--- src/inc/vint_defines.svh ---
// register offsets, field positions and reset values of the interrupt unit
`ifndef VINT_DEFINES_SVH
`define VINT_DEFINES_SVH
`define VINT_OFS_SVR0 12'h080
`define VINT_OFS_SVR31 12'h0fc
`define VINT_OFS_IVR 12'h100
`define VINT_OFS_FVR 12'h104
`define VINT_OFS_ISR 12'h108
`define VINT_OFS_IPR 12'h10c
`define VINT_OFS_IMR 12'h110
`define VINT_OFS_CISR 12'h114
`define VINT_OFS_IECR 12'h120
`define VINT_OFS_IDCR 12'h124
`define VINT_OFS_ICCR 12'h128
`define VINT_OFS_ISCR 12'h12c
`define VINT_OFS_EOICR 12'h130
`define VINT_OFS_SPU 12'h134
`define VINT_OFS_SRCIN 12'h150
`define VINT_OFS_EVST 12'h160
`define VINT_OFS_EVEN 12'h164
`define VINT_OFS_EVCLR 12'h168
`define VINT_ID_W 5
`define VINT_FAST_BIT 0
`define VINT_LINE_FAST_BIT 0
`define VINT_LINE_NORM_BIT 1
`define VINT_EV_FAST 0
`define VINT_EV_NORM 1
`define VINT_EV_EOH 2
`define VINT_EV_W 3
`define VINT_RST_32 32'h0000_0000
`endif

--- src/inc/vint_pkg.sv ---
// types of the interrupt unit
package vint_pkg;
   typedef struct packed {
      logic [11:0] addr;
      logic [31:0] wdata;
      logic wr;
      logic rd;
   } vint_bus_s;
   typedef enum logic [0:0] {
      VINT_IDLE = 1'b0,
      VINT_BUSY = 1'b1
   } vint_state_e;
   typedef logic [4:0] vint_id_t;
endpackage

--- src/logic/vint_regs.sv ---
// status and command registers of the vectored interrupt unit
// Functional notes
// - fast vector readback returns vector slot of source zero.
// - with no fast request, fast readback returns spurious vector.
// - current-source status returns serviced source number, rest zero.
// - pending status has one bit per source, one means pending.
// - enable-mask status shows enables in same layout.
// - line status bit0 fast line active, bit1 normal line active.
// - enable command ones set mask bits, zeros no effect.
// - disable command ones clear mask bits, zeros no effect.
// - clear command ones clear latched requests, zeros no effect.
// - set command ones make requests pending, zeros no effect.
// - any end-of-handler write ends current servicing.
// - spurious vector returned by both readbacks on spurious case.
// - normal readback returns slot of lowest-numbered pending enabled source above zero, or spurious.
//
// Decided for this implementation: strobed register access and the register addresses.
`timescale 1ns/1ps
`include "vint_defines.svh"
module vint_regs (
   input wire logic clk, // system clock
   input wire logic rst, // synchronous reset, high
   input wire vint_pkg::vint_bus_s bus, // register bus request
   input wire logic [31:0] src_req, // level requests from sources
   output logic [31:0] rdata_ff, // read data, cycle after read
   output logic fast_request_line_n_ff, // fast request to core, low
   output logic normal_request_line_n_ff, // normal request to core, low
   output logic irq_ff // event interrupt, high
);
   import vint_pkg::*;

   logic [31:0] vec_mem [0:31];
   logic [31:0] spurious_handler_vector_ff;
   logic [31:0] pending_ff;
   logic [31:0] mask_ff;
   logic [31:0] req_d_ff;
   vint_id_t cur_id_ff;
   vint_state_e state_ff;
   logic [`VINT_EV_W-1:0] ev_st_ff;
   logic [`VINT_EV_W-1:0] ev_en_ff;
   logic [31:0] active;
   logic [31:0] norm_active;
   logic fast_line_state;
   logic normal_line_state;
   logic norm_any;
   vint_id_t norm_id;
   logic [31:0] nxt_rdata;
   logic [`VINT_EV_W-1:0] ev_now;

   function automatic logic is_wr(input vint_bus_s b, input logic [11:0] a);
      is_wr = b.wr && (b.addr == a);
   endfunction

   function automatic logic is_rd(input vint_bus_s b, input logic [11:0] a);
      is_rd = b.rd && (b.addr == a);
   endfunction

   function automatic vint_id_t lowest(input logic [31:0] v);
      lowest = 5'h00;
      for (int i = 31; i >= 1; i--) begin
         if (v[i]) begin
            lowest = vint_id_t'(i);
         end
      end
   endfunction

   wire logic slot_wr = bus.wr && (bus.addr >= `VINT_OFS_SVR0) &&
                        (bus.addr <= `VINT_OFS_SVR31);
   wire logic [4:0] slot_idx = bus.addr[6:2];
   wire logic eoh_wr = is_wr(bus, `VINT_OFS_EOICR);
   wire logic ivr_rd = is_rd(bus, `VINT_OFS_IVR);

   // sources pending and enabled
   assign active = pending_ff & mask_ff;
   assign norm_active = {active[31:1], 1'b0};
   assign fast_line_state = active[`VINT_FAST_BIT];
   assign normal_line_state = (state_ff == VINT_BUSY);
   assign norm_any = |norm_active;
   assign norm_id = lowest(norm_active);

   // handler vector storage
   always_ff @(posedge clk) begin
      if (slot_wr) begin
         vec_mem[slot_idx] <= bus.wdata;
      end
   end

   always_ff @(posedge clk) begin
      if (rst) begin
         spurious_handler_vector_ff <= `VINT_RST_32;
      end else if (is_wr(bus, `VINT_OFS_SPU)) begin
         spurious_handler_vector_ff <= bus.wdata;
      end
   end

   always_ff @(posedge clk) begin
      if (rst) begin
         mask_ff <= `VINT_RST_32;
      end else if (is_wr(bus, `VINT_OFS_IECR)) begin
         mask_ff <= mask_ff | bus.wdata;
      end else if (is_wr(bus, `VINT_OFS_IDCR)) begin
         mask_ff <= mask_ff & ~bus.wdata;
      end
   end

   // rising request edge latches; set beats clear in the same cycle
   always_ff @(posedge clk) begin
      if (rst) begin
         req_d_ff <= `VINT_RST_32;
         pending_ff <= `VINT_RST_32;
      end else begin
         req_d_ff <= src_req;
         pending_ff <= (pending_ff
            & ~(is_wr(bus, `VINT_OFS_ICCR) ? bus.wdata : 32'h0000_0000)
            & ~((ivr_rd && norm_any) ? (32'h0000_0001 << norm_id)
                                      : 32'h0000_0000))
            | (src_req & ~req_d_ff)
            | (is_wr(bus, `VINT_OFS_ISCR) ? bus.wdata : 32'h0000_0000);
      end
   end

   // vector read starts servicing, end-of-handler write ends it
   always_ff @(posedge clk) begin
      if (rst) begin
         state_ff <= VINT_IDLE;
         cur_id_ff <= 5'h00;
      end else begin
         case (state_ff)
            VINT_IDLE: begin
               if (ivr_rd && norm_any) begin
                  state_ff <= VINT_BUSY;
                  cur_id_ff <= norm_id;
               end
            end
            VINT_BUSY: begin
               if (eoh_wr) begin
                  state_ff <= VINT_IDLE;
               end
            end
            default: state_ff <= VINT_IDLE;
         endcase
      end
   end

   // normal line held while servicing; nested levels not modelled
   always_ff @(posedge clk) begin
      if (rst) begin
         fast_request_line_n_ff <= 1'b1;
         normal_request_line_n_ff <= 1'b1;
      end else begin
         fast_request_line_n_ff <= ~fast_line_state;
         normal_request_line_n_ff <= ~(norm_any || normal_line_state);
      end
   end

   always_comb begin
      nxt_rdata = 32'h0000_0000;
      if (ivr_rd) begin
         if (norm_any) begin
            nxt_rdata = vec_mem[norm_id];
         end else begin
            nxt_rdata = spurious_handler_vector_ff;
         end
      end else if (is_rd(bus, `VINT_OFS_FVR)) begin
         if (fast_line_state) begin
            nxt_rdata = vec_mem[`VINT_FAST_BIT];
         end else begin
            nxt_rdata = spurious_handler_vector_ff;
         end
      end else if (is_rd(bus, `VINT_OFS_ISR)) begin
         nxt_rdata = {27'h0, cur_id_ff};
      end else if (is_rd(bus, `VINT_OFS_IPR)) begin
         nxt_rdata = pending_ff;
      end else if (is_rd(bus, `VINT_OFS_IMR)) begin
         nxt_rdata = mask_ff;
      end else if (is_rd(bus, `VINT_OFS_CISR)) begin
         nxt_rdata = {30'h0, ~normal_request_line_n_ff,
                      ~fast_request_line_n_ff};
      end else if (is_rd(bus, `VINT_OFS_SPU)) begin
         nxt_rdata = spurious_handler_vector_ff;
      end else if (is_rd(bus, `VINT_OFS_SRCIN)) begin
         nxt_rdata = src_req;
      end else if (is_rd(bus, `VINT_OFS_EVST)) begin
         nxt_rdata = {29'h0, ev_st_ff};
      end else if (is_rd(bus, `VINT_OFS_EVEN)) begin
         nxt_rdata = {29'h0, ev_en_ff};
      end else if (bus.rd && (bus.addr >= `VINT_OFS_SVR0) &&
                   (bus.addr <= `VINT_OFS_SVR31)) begin
         nxt_rdata = vec_mem[bus.addr[6:2]];
      end
   end

   always_ff @(posedge clk) begin
      if (rst) begin
         rdata_ff <= `VINT_RST_32;
      end else begin
         rdata_ff <= nxt_rdata;
      end
   end

   // sticky events: fast line rise, normal line rise, end of handler
   assign ev_now = {eoh_wr,
                    normal_request_line_n_ff & norm_any,
                    fast_request_line_n_ff & fast_line_state};

   always_ff @(posedge clk) begin
      if (rst) begin
         ev_st_ff <= 3'h0;
         ev_en_ff <= 3'h0;
         irq_ff <= 1'b0;
      end else begin
         ev_st_ff <= (ev_st_ff & ~(is_wr(bus, `VINT_OFS_EVCLR) ?
                     bus.wdata[`VINT_EV_W-1:0] : 3'h0)) | ev_now;
         if (is_wr(bus, `VINT_OFS_EVEN)) begin
            ev_en_ff <= bus.wdata[`VINT_EV_W-1:0];
         end
         irq_ff <= |(ev_st_ff & ev_en_ff);
      end
   end
endmodule // vint_regs

--- config.mk ---
export PLATFORM = sky130hd
export DESIGN_NAME = vint_regs
export DESIGN_NICKNAME = d
export VERILOG_FILES = /design/src/inc/vint_pkg.sv /design/src/logic/vint_regs.sv
export VERILOG_INCLUDE_DIRS = /design/src /design/src/inc
export SDC_FILE = /design/constraint.sdc
export NUM_CORES = 2
export LEC_CHECK = 0
export BUFFER_PORTS_ARGS = -buffer_cell sky130_fd_sc_hd__buf_4
export CORE_MARGIN = 1.5
export CORE_UTILIZATION = 29
export CTS_CLUSTER_SIZE = 40
export DETAILED_ROUTE_END_ITERATION = 8
export PLACE_DENSITY_LB_ADDON = 0.25
export REMOVE_ABC_BUFFERS = 1
export SYNTH_ARGS = -nofsm -noshare
export SYNTH_HDL_FRONTEND = slang
export SYNTH_SLANG_ARGS = --single-unit
--- constraint.sdc ---
create_clock -name clk -period 11 [get_ports clk]
set_clock_uncertainty 0.05 [all_clocks]
set_input_delay 1.1 -clock clk [delete_from_list [all_inputs] [get_ports clk]]
set_output_delay 1.1 -clock clk [all_outputs]
set_load 0.02 [all_outputs]
# == Word-level counts from Yosys, hierarchy flattened ==
# Memories as Yosys holds them, arrays and structs flattened.
# Index checks and enable logic that the tools add are counted.
# W data, S select, Z words.
# word_totals
reg_bits,175
ramBits,1024
elab_cells,138
out_inout_bits,35
input_bits,80
memories,1
# mem_list
name,depth,word_bits,rd,rd_clocked_by_memory_dff,wr,line_no,rtl
vec_mem,32,32,3,0,1,vint_regs.sv:32,logic [31:0] vec_mem [0:31];
# op_classes
bitwise_logic,23
muxes,55
n_shift,1
reduce_logical,28
eq_ne,16
magnitude_cmp,2
# op_table
operator,n
$mux W32,18
$eq A12 B9 Y1 const B,16
$and A32 B32 Y32,5
$mux W5,31
$not A32 Y32,4
$or A32 B32 Y32,3
$shl A1 B5 Y32 const A,1
$reduce_or A31 Y1,1
$logic_and A1 B1 Y1,23
$ge A12 B8 Y1 const B,1
$le A12 B8 Y1 const B,1
$and A3 B3 Y3,2
$not A1 Y1,5
$mux W1,4
$mux W3,1
$not A3 Y3,1
$or A3 B3 Y3,1
$reduce_or A3 Y1,1
$and A1 B1 Y1,2
$pmux W1 S2,1
$reduce_and A2 Y1,1
$reduce_bool A2 Y1,1
$logic_or A1 B1 Y1,1

# == Logic depth before layout (Yosys ltp) ==
# logic_depth
ltp_word,38
depth_mapped,14
mapped_depth_nobuf,10

# == Worst setup path after synthesis ==
# OpenSTA, ideal clock, no wires.
# synth_path
kind,input to register
start,input bus[36] in the netlist's numbering
end,"memory vec_mem[8][0], enable pin"
required_time_ps,10489
path_buffers,7
stages,9
setup_time_ps,461
t_arrival_ps,4966
slack_ps,5523
path_cell_list,buf_4 -> buf_4 -> buf_4 -> buf_4 -> buf_4 -> buf_2 -> or3_1 -> clkbuf_1 -> nor3_1
# synth_via
elab_chain_cells,5
elab_cells_between_ends,6
classes_between,2 x order compare; 2 x mux; 2 x reduce/logical
# synth_rtl
element,line_no,rtl
start: declaration,vint_regs.sv:23,"input wire vint_pkg::vint_bus_s bus,"
$ge A12 B8 Y1 (no line),n/a,
$logic_and A1 B1 Y1 (2 in a row),vint_regs.sv:67,wire logic slot_wr = bus.wr && (bus.addr >= `VINT_OFS_SVR0) &&
$mux W1,vint_regs.sv:83,if (slot_wr) begin
$mux W1 (implied by the code),vint_regs.sv:84,vec_mem[slot_idx] <= bus.wdata;
end: declaration,vint_regs.sv:32,
# Several ways; a longest one is shown, not always the timed one.

# == Worst setup path in the final report ==
# layout_path
start,register pending_ff[6]
end,register rdata_ff[14]
# layout_via
elab_chain_cells,10
elab_cells_between_ends,11
classes_between,8 x mux; 1 x bitwise; 1 x reduce/logical; 1 x memory
# layout_rtl
element,line_no,rtl
start: declaration,vint_regs.sv:34,logic [31:0] pending_ff;
start signal: assignment,vint_regs.sv:110,pending_ff <= `VINT_RST_32;
start signal: assignment,vint_regs.sv:113,pending_ff <= (pending_ff
$and A32 B32 Y32 *,vint_regs.sv:74,assign active = pending_ff & mask_ff;
$mux W5 (6 in a row),vint_regs.sv:61,if (v[i]) begin
$mem_v2 Z32 W32,n/a,
$mux W32 *,vint_regs.sv:159,if (norm_any) begin
$mux W32 *,vint_regs.sv:158,if (ivr_rd) begin
end signal: assignment,vint_regs.sv:195,rdata_ff <= `VINT_RST_32;
end signal: assignment,vint_regs.sv:197,rdata_ff <= nxt_rdata;
end: declaration,vint_regs.sv:25,"output logic [31:0] rdata_ff,"
# Every way passes the cells marked *; elsewhere a longest branch is shown, timed or not.
# A chain may end at the register's enable or synchronous reset.

==> results.sh <==
export IMPL_path_cells="a22oi_1 > o211ai_1 > a311oi_1 > nor2_4 > buf_4 > o31ai_4 > buf_4 > buf_4 > a221oi_1 > nand2_1 > a21oi_1 > or3_1 > a21oi_1"
export IMPL_grt_first_pass_wirelength_mm=323
export IMPL_die_area_um2=195000
export IMPL_rr_worst_depth=13
export IMPL_rsz0062_at_grt="false"
export IMPL_seq_area_um2=34300
export IMPL_ctsResizeCount=0
export IMPL_hold_path_class="flip-flop to flip-flop"
export IMPL_reg2reg_from="pending_ff[6]"
export IMPL_via_per_inst=6.09
export IMPL_synth_compound_area_share_pct=13.3
export IMPL_multi_input_area_um2=20400
export IMPL_area_growth_syn_to_layout_pct=14.9
export IMPL_critical_path_slowest_cell="buf_4"
export IMPL_p_leak_nw=19.7
export IMPL_synth_adder_area_share_pct=0
export IMPL_peakVddDrop_mv=0.0975
export IMPL_die_h_um=442
export IMPL_end_kind="flip-flop"
export IMPL_finalSetupViolCount=0
export IMPL_numCtsBuffers=138
export IMPL_drive_above_1_share_pct=20.3
export IMPL_grt_pass1_vias=38800
export IMPL_slew_violations=0
export IMPL_fin_crit_ps=5170
export IMPL_fillCellCount=18500
export IMPL_synth_simple_area_share_pct=6.50
export IMPL_path_depth=13
export IMPL_critical_path_top_delay_family="compound AO/OA/AOI/OAI gates"
export IMPL_critPathMaxFanout=55
export IMPL_min_delay_start="spurious_handler_vector_ff[3]"
export IMPL_final_common_cell="edfxtp_1"
export IMPL_finalNetCount=4086
export IMPL_worst_slew_pin_transition_ps=1260
export IMPL_swShare_pct=22.6
export IMPL_final_design_area_no_fill_um2=64200
export IMPL_start_util_pct=29.3
export IMPL_maxSlewHeadroom_pct=15.5
export IMPL_cts_sinks=1199
export IMPL_synth_edf_count=1024
export IMPL_synth_area_per_cell_um2=14.2
export IMPL_power_mw=10.1
export IMPL_startpoint="pending_ff[6]"
export IMPL_r2r_end="rdata_ff[14]"
export IMPL_io_pins=115
export IMPL_clockPowerShare_pct=46.5
export IMPL_wire_per_inst_um=35.5
export IMPL_async_flop_share_pct=0
export IMPL_powerDensity_nw_per_um2=157
export IMPL_drv_cap=0
export IMPL_ys_ff_latch=1199
export IMPL_cts_tree="built"
export IMPL_portBuffers=114
export IMPL_synth_main_ff_cell="edfxtp_1"
export IMPL_worstPathArrival_ps=5840
export IMPL_post_route_util_pct=33.7
export IMPL_vias=40400
export IMPL_cts_hold_buf=0
export IMPL_clk_latency_ps=810
export IMPL_core_um2=191000
export IMPL_htreeDepth=4
export IMPL_min_path_cells=2
export IMPL_cts_max_path_buffers=3
export IMPL_seq_area_frac_synth_pct=61.3
export IMPL_grt_overflow=0
export IMPL_row_count=160
export IMPL_detail_route_antenna_nets=0
export IMPL_seqPwrFrac_pct=49.1
export IMPL_synth_xor_area_share_pct=0
export IMPL_grtUsageTotal_pct=23.4
export IMPL_drc=0
export IMPL_cts_root_buf="clkbuf_16"
export IMPL_synthMuxAreaShare_pct=15.9
export IMPL_path_clk_slew_ps=60
export IMPL_gp_congestion=0.942
export IMPL_cpMostUsedCell="buf_4"
export IMPL_postCtsSetupRepairBufs=0
export IMPL_dp_hpwl_mm=140
export IMPL_fin_crit_sh_pct=47.0
export IMPL_antenna_found_initial=8
export IMPL_most_common_layout_cells="1024 x edfxtp_1, 423 x nand2_1, 331 x a21oi_1, 299 x mux4_2, 220 x buf_4"
export IMPL_status="finished clean"
export IMPL_synth_cells=3942
export IMPL_switching_power_mw=2.28
export IMPL_finalHoldViolCount=0
export IMPL_crit_type="flip-flop to flip-flop"
export IMPL_die_w_um=442
export IMPL_fmax_mhz=193
export IMPL_r2r_slack_ps=5830
export IMPL_drtIter0Drc=5901
export IMPL_drt_pass1_iter_count=6
export IMPL_combPwrFrac_pct=4.4
export IMPL_dpl_cell_area_um2=59600
export IMPL_start_kind="flip-flop"
export IMPL_synth_cell_types=80
export IMPL_fin_setup_tns_ps=0
export IMPL_critPathMaxStageDelay_ps=740
export IMPL_internal_power_mw=7.83
export IMPL_syn_area_um2=55900
export IMPL_ys_warn_count=0
export IMPL_required_ps=11670
export IMPL_synth_top_family_by_area="multiplexers"
export IMPL_grt_max_degree=128
export IMPL_holdPathEnd="spurious_handler_vector_ff[3]"
export IMPL_path_buf_inv=3
export IMPL_totalWireLength_mm=235
-- metrics by stage --
step           hold WS, ps  instances  setup slack [ps]
6_report               410       6635              5830
5_1_grt                432       6632              5580
4_1_cts                406       6632              5910
3_5_place_dp           397       6377              5270
3_3_place_gp           392       6377              5360
2_1_floorplan          377       3639               715
-- worst min-delay path, cell delays in order (launching register included) --
cell	delay, ps
dfxtp_1	310
nand2_1	50
a21oi_1	60
-- cell usage after synthesis (6+ instances only) --
cell / instances / area share, %
nor3_1: 35 / 0.31
nand4_1: 10 / 0.11
buf_4: 39 / 0.52
o211ai_1: 90 / 1.2
o22ai_1: 28 / 0.31
nand2_1: 423 / 2.8
o221ai_1: 15 / 0.24
buf_1: 17 / 0.11
nand3_1: 52 / 0.47
a221oi_1: 110 / 1.7
nor4_1: 6 / 0.067
edfxtp_1: 1024 / 55
mux4_2: 299 / 12
inv_1: 25 / 0.17
a32oi_1: 6 / 0.094
buf_2: 100 / 0.90
and2_1: 12 / 0.13
o31ai_1: 11 / 0.15
nand2b_1: 14 / 0.16
a22oi_1: 131 / 1.8
dfxtp_1: 175 / 6.3
a222oi_1: 19 / 0.34
clkbuf_1: 128 / 0.86
a22o_1: 24 / 0.38
o32a_1: 6 / 0.11
mux2i_1: 168 / 3.0
or3_1: 26 / 0.29
o21ai_0: 135 / 1.2
a211oi_1: 26 / 0.35
o31a_1: 7 / 0.11
and3_1: 8 / 0.090
buf_6: 19 / 0.38
nor2_1: 130 / 0.87
o2111ai_1: 16 / 0.25
a21o_1: 11 / 0.15
a221o_1: 40 / 0.72
o21ai_1: 8 / 0.072
nor2b_1: 65 / 0.73
a31oi_1: 23 / 0.26
a21oi_1: 331 / 3.0
a2111oi_0: 8 / 0.13
mux2_2: 44 / 0.89
-- per-layer routing --
| metal | track usage, % | wire, um | vias to the layer above |
|---|---|---|---|
| met5 | 0 | 13 | - |
| met4 | 11.9 | 13100 | 2 |
| met1 | 30.8 | 92000 | 21200 |
| met2 | 37.0 | 109000 | 2530 |
| met3 | 4.39 | 21500 | 501 |
| li1 | - | - | 16100 |
-- worst max path at each step --
stage                    to  slack, ps
4_1_cts        rdata_ff[14]       5910
6_report       rdata_ff[14]       5830
3_3_place_gp   rdata_ff[21]       5360
5_1_grt        rdata_ff[14]       5580
3_5_place_dp   rdata_ff[21]       5270
2_1_floorplan  rdata_ff[22]        720
-- cell type report --
type,count,share of cell area [%]
flip-flops and latches,1199,53.3
well taps,2511,4.89
clock buffers,189,6.03
diodes,3,0.0117
multi-input cells,2414,31.7
repair buffers,227,2.76
clock inverters,66,1.08
inverters,26,0.156
-- power by group through the flow --
stage	combinational, mW	sequential (mW)	clock (mW)
CTS	0.439	4.96	4.74
detailed placement	0.439	5.06	0
global route	0.461	4.96	4.92
finish	0.440	4.96	4.70
floorplan	0.175	5.05	0
global placement	0.436	5.06	0
-- flip-flops by register name, indices dropped and copies added, names as in the netlist, named ones only --
name / flops
fast_request_line_n_ff: 1
irq_ff: 1
spurious_handler_vector_ff: 32
ev_en_ff: 3
rdata_ff: 32
vec_mem: 1024
cur_id_ff: 5
normal_request_line_n_ff: 1
req_d_ff: 32
pending_ff: 32
normal_line_state: 1
ev_st_ff: 3
-- logic make-up (layout without fill, tap and decap cells) --
kind of cell / count (synthesis) / after routing
muxes: 511 / 511
and+or+nand+nor: 809 / 809
other: 0 / 3
DFF: 1199 / 1199
AOI/OAI and AO/OA: 1094 / 1094
buffers and inverters: 329 / 508
(Power assumes the default switching activity.)
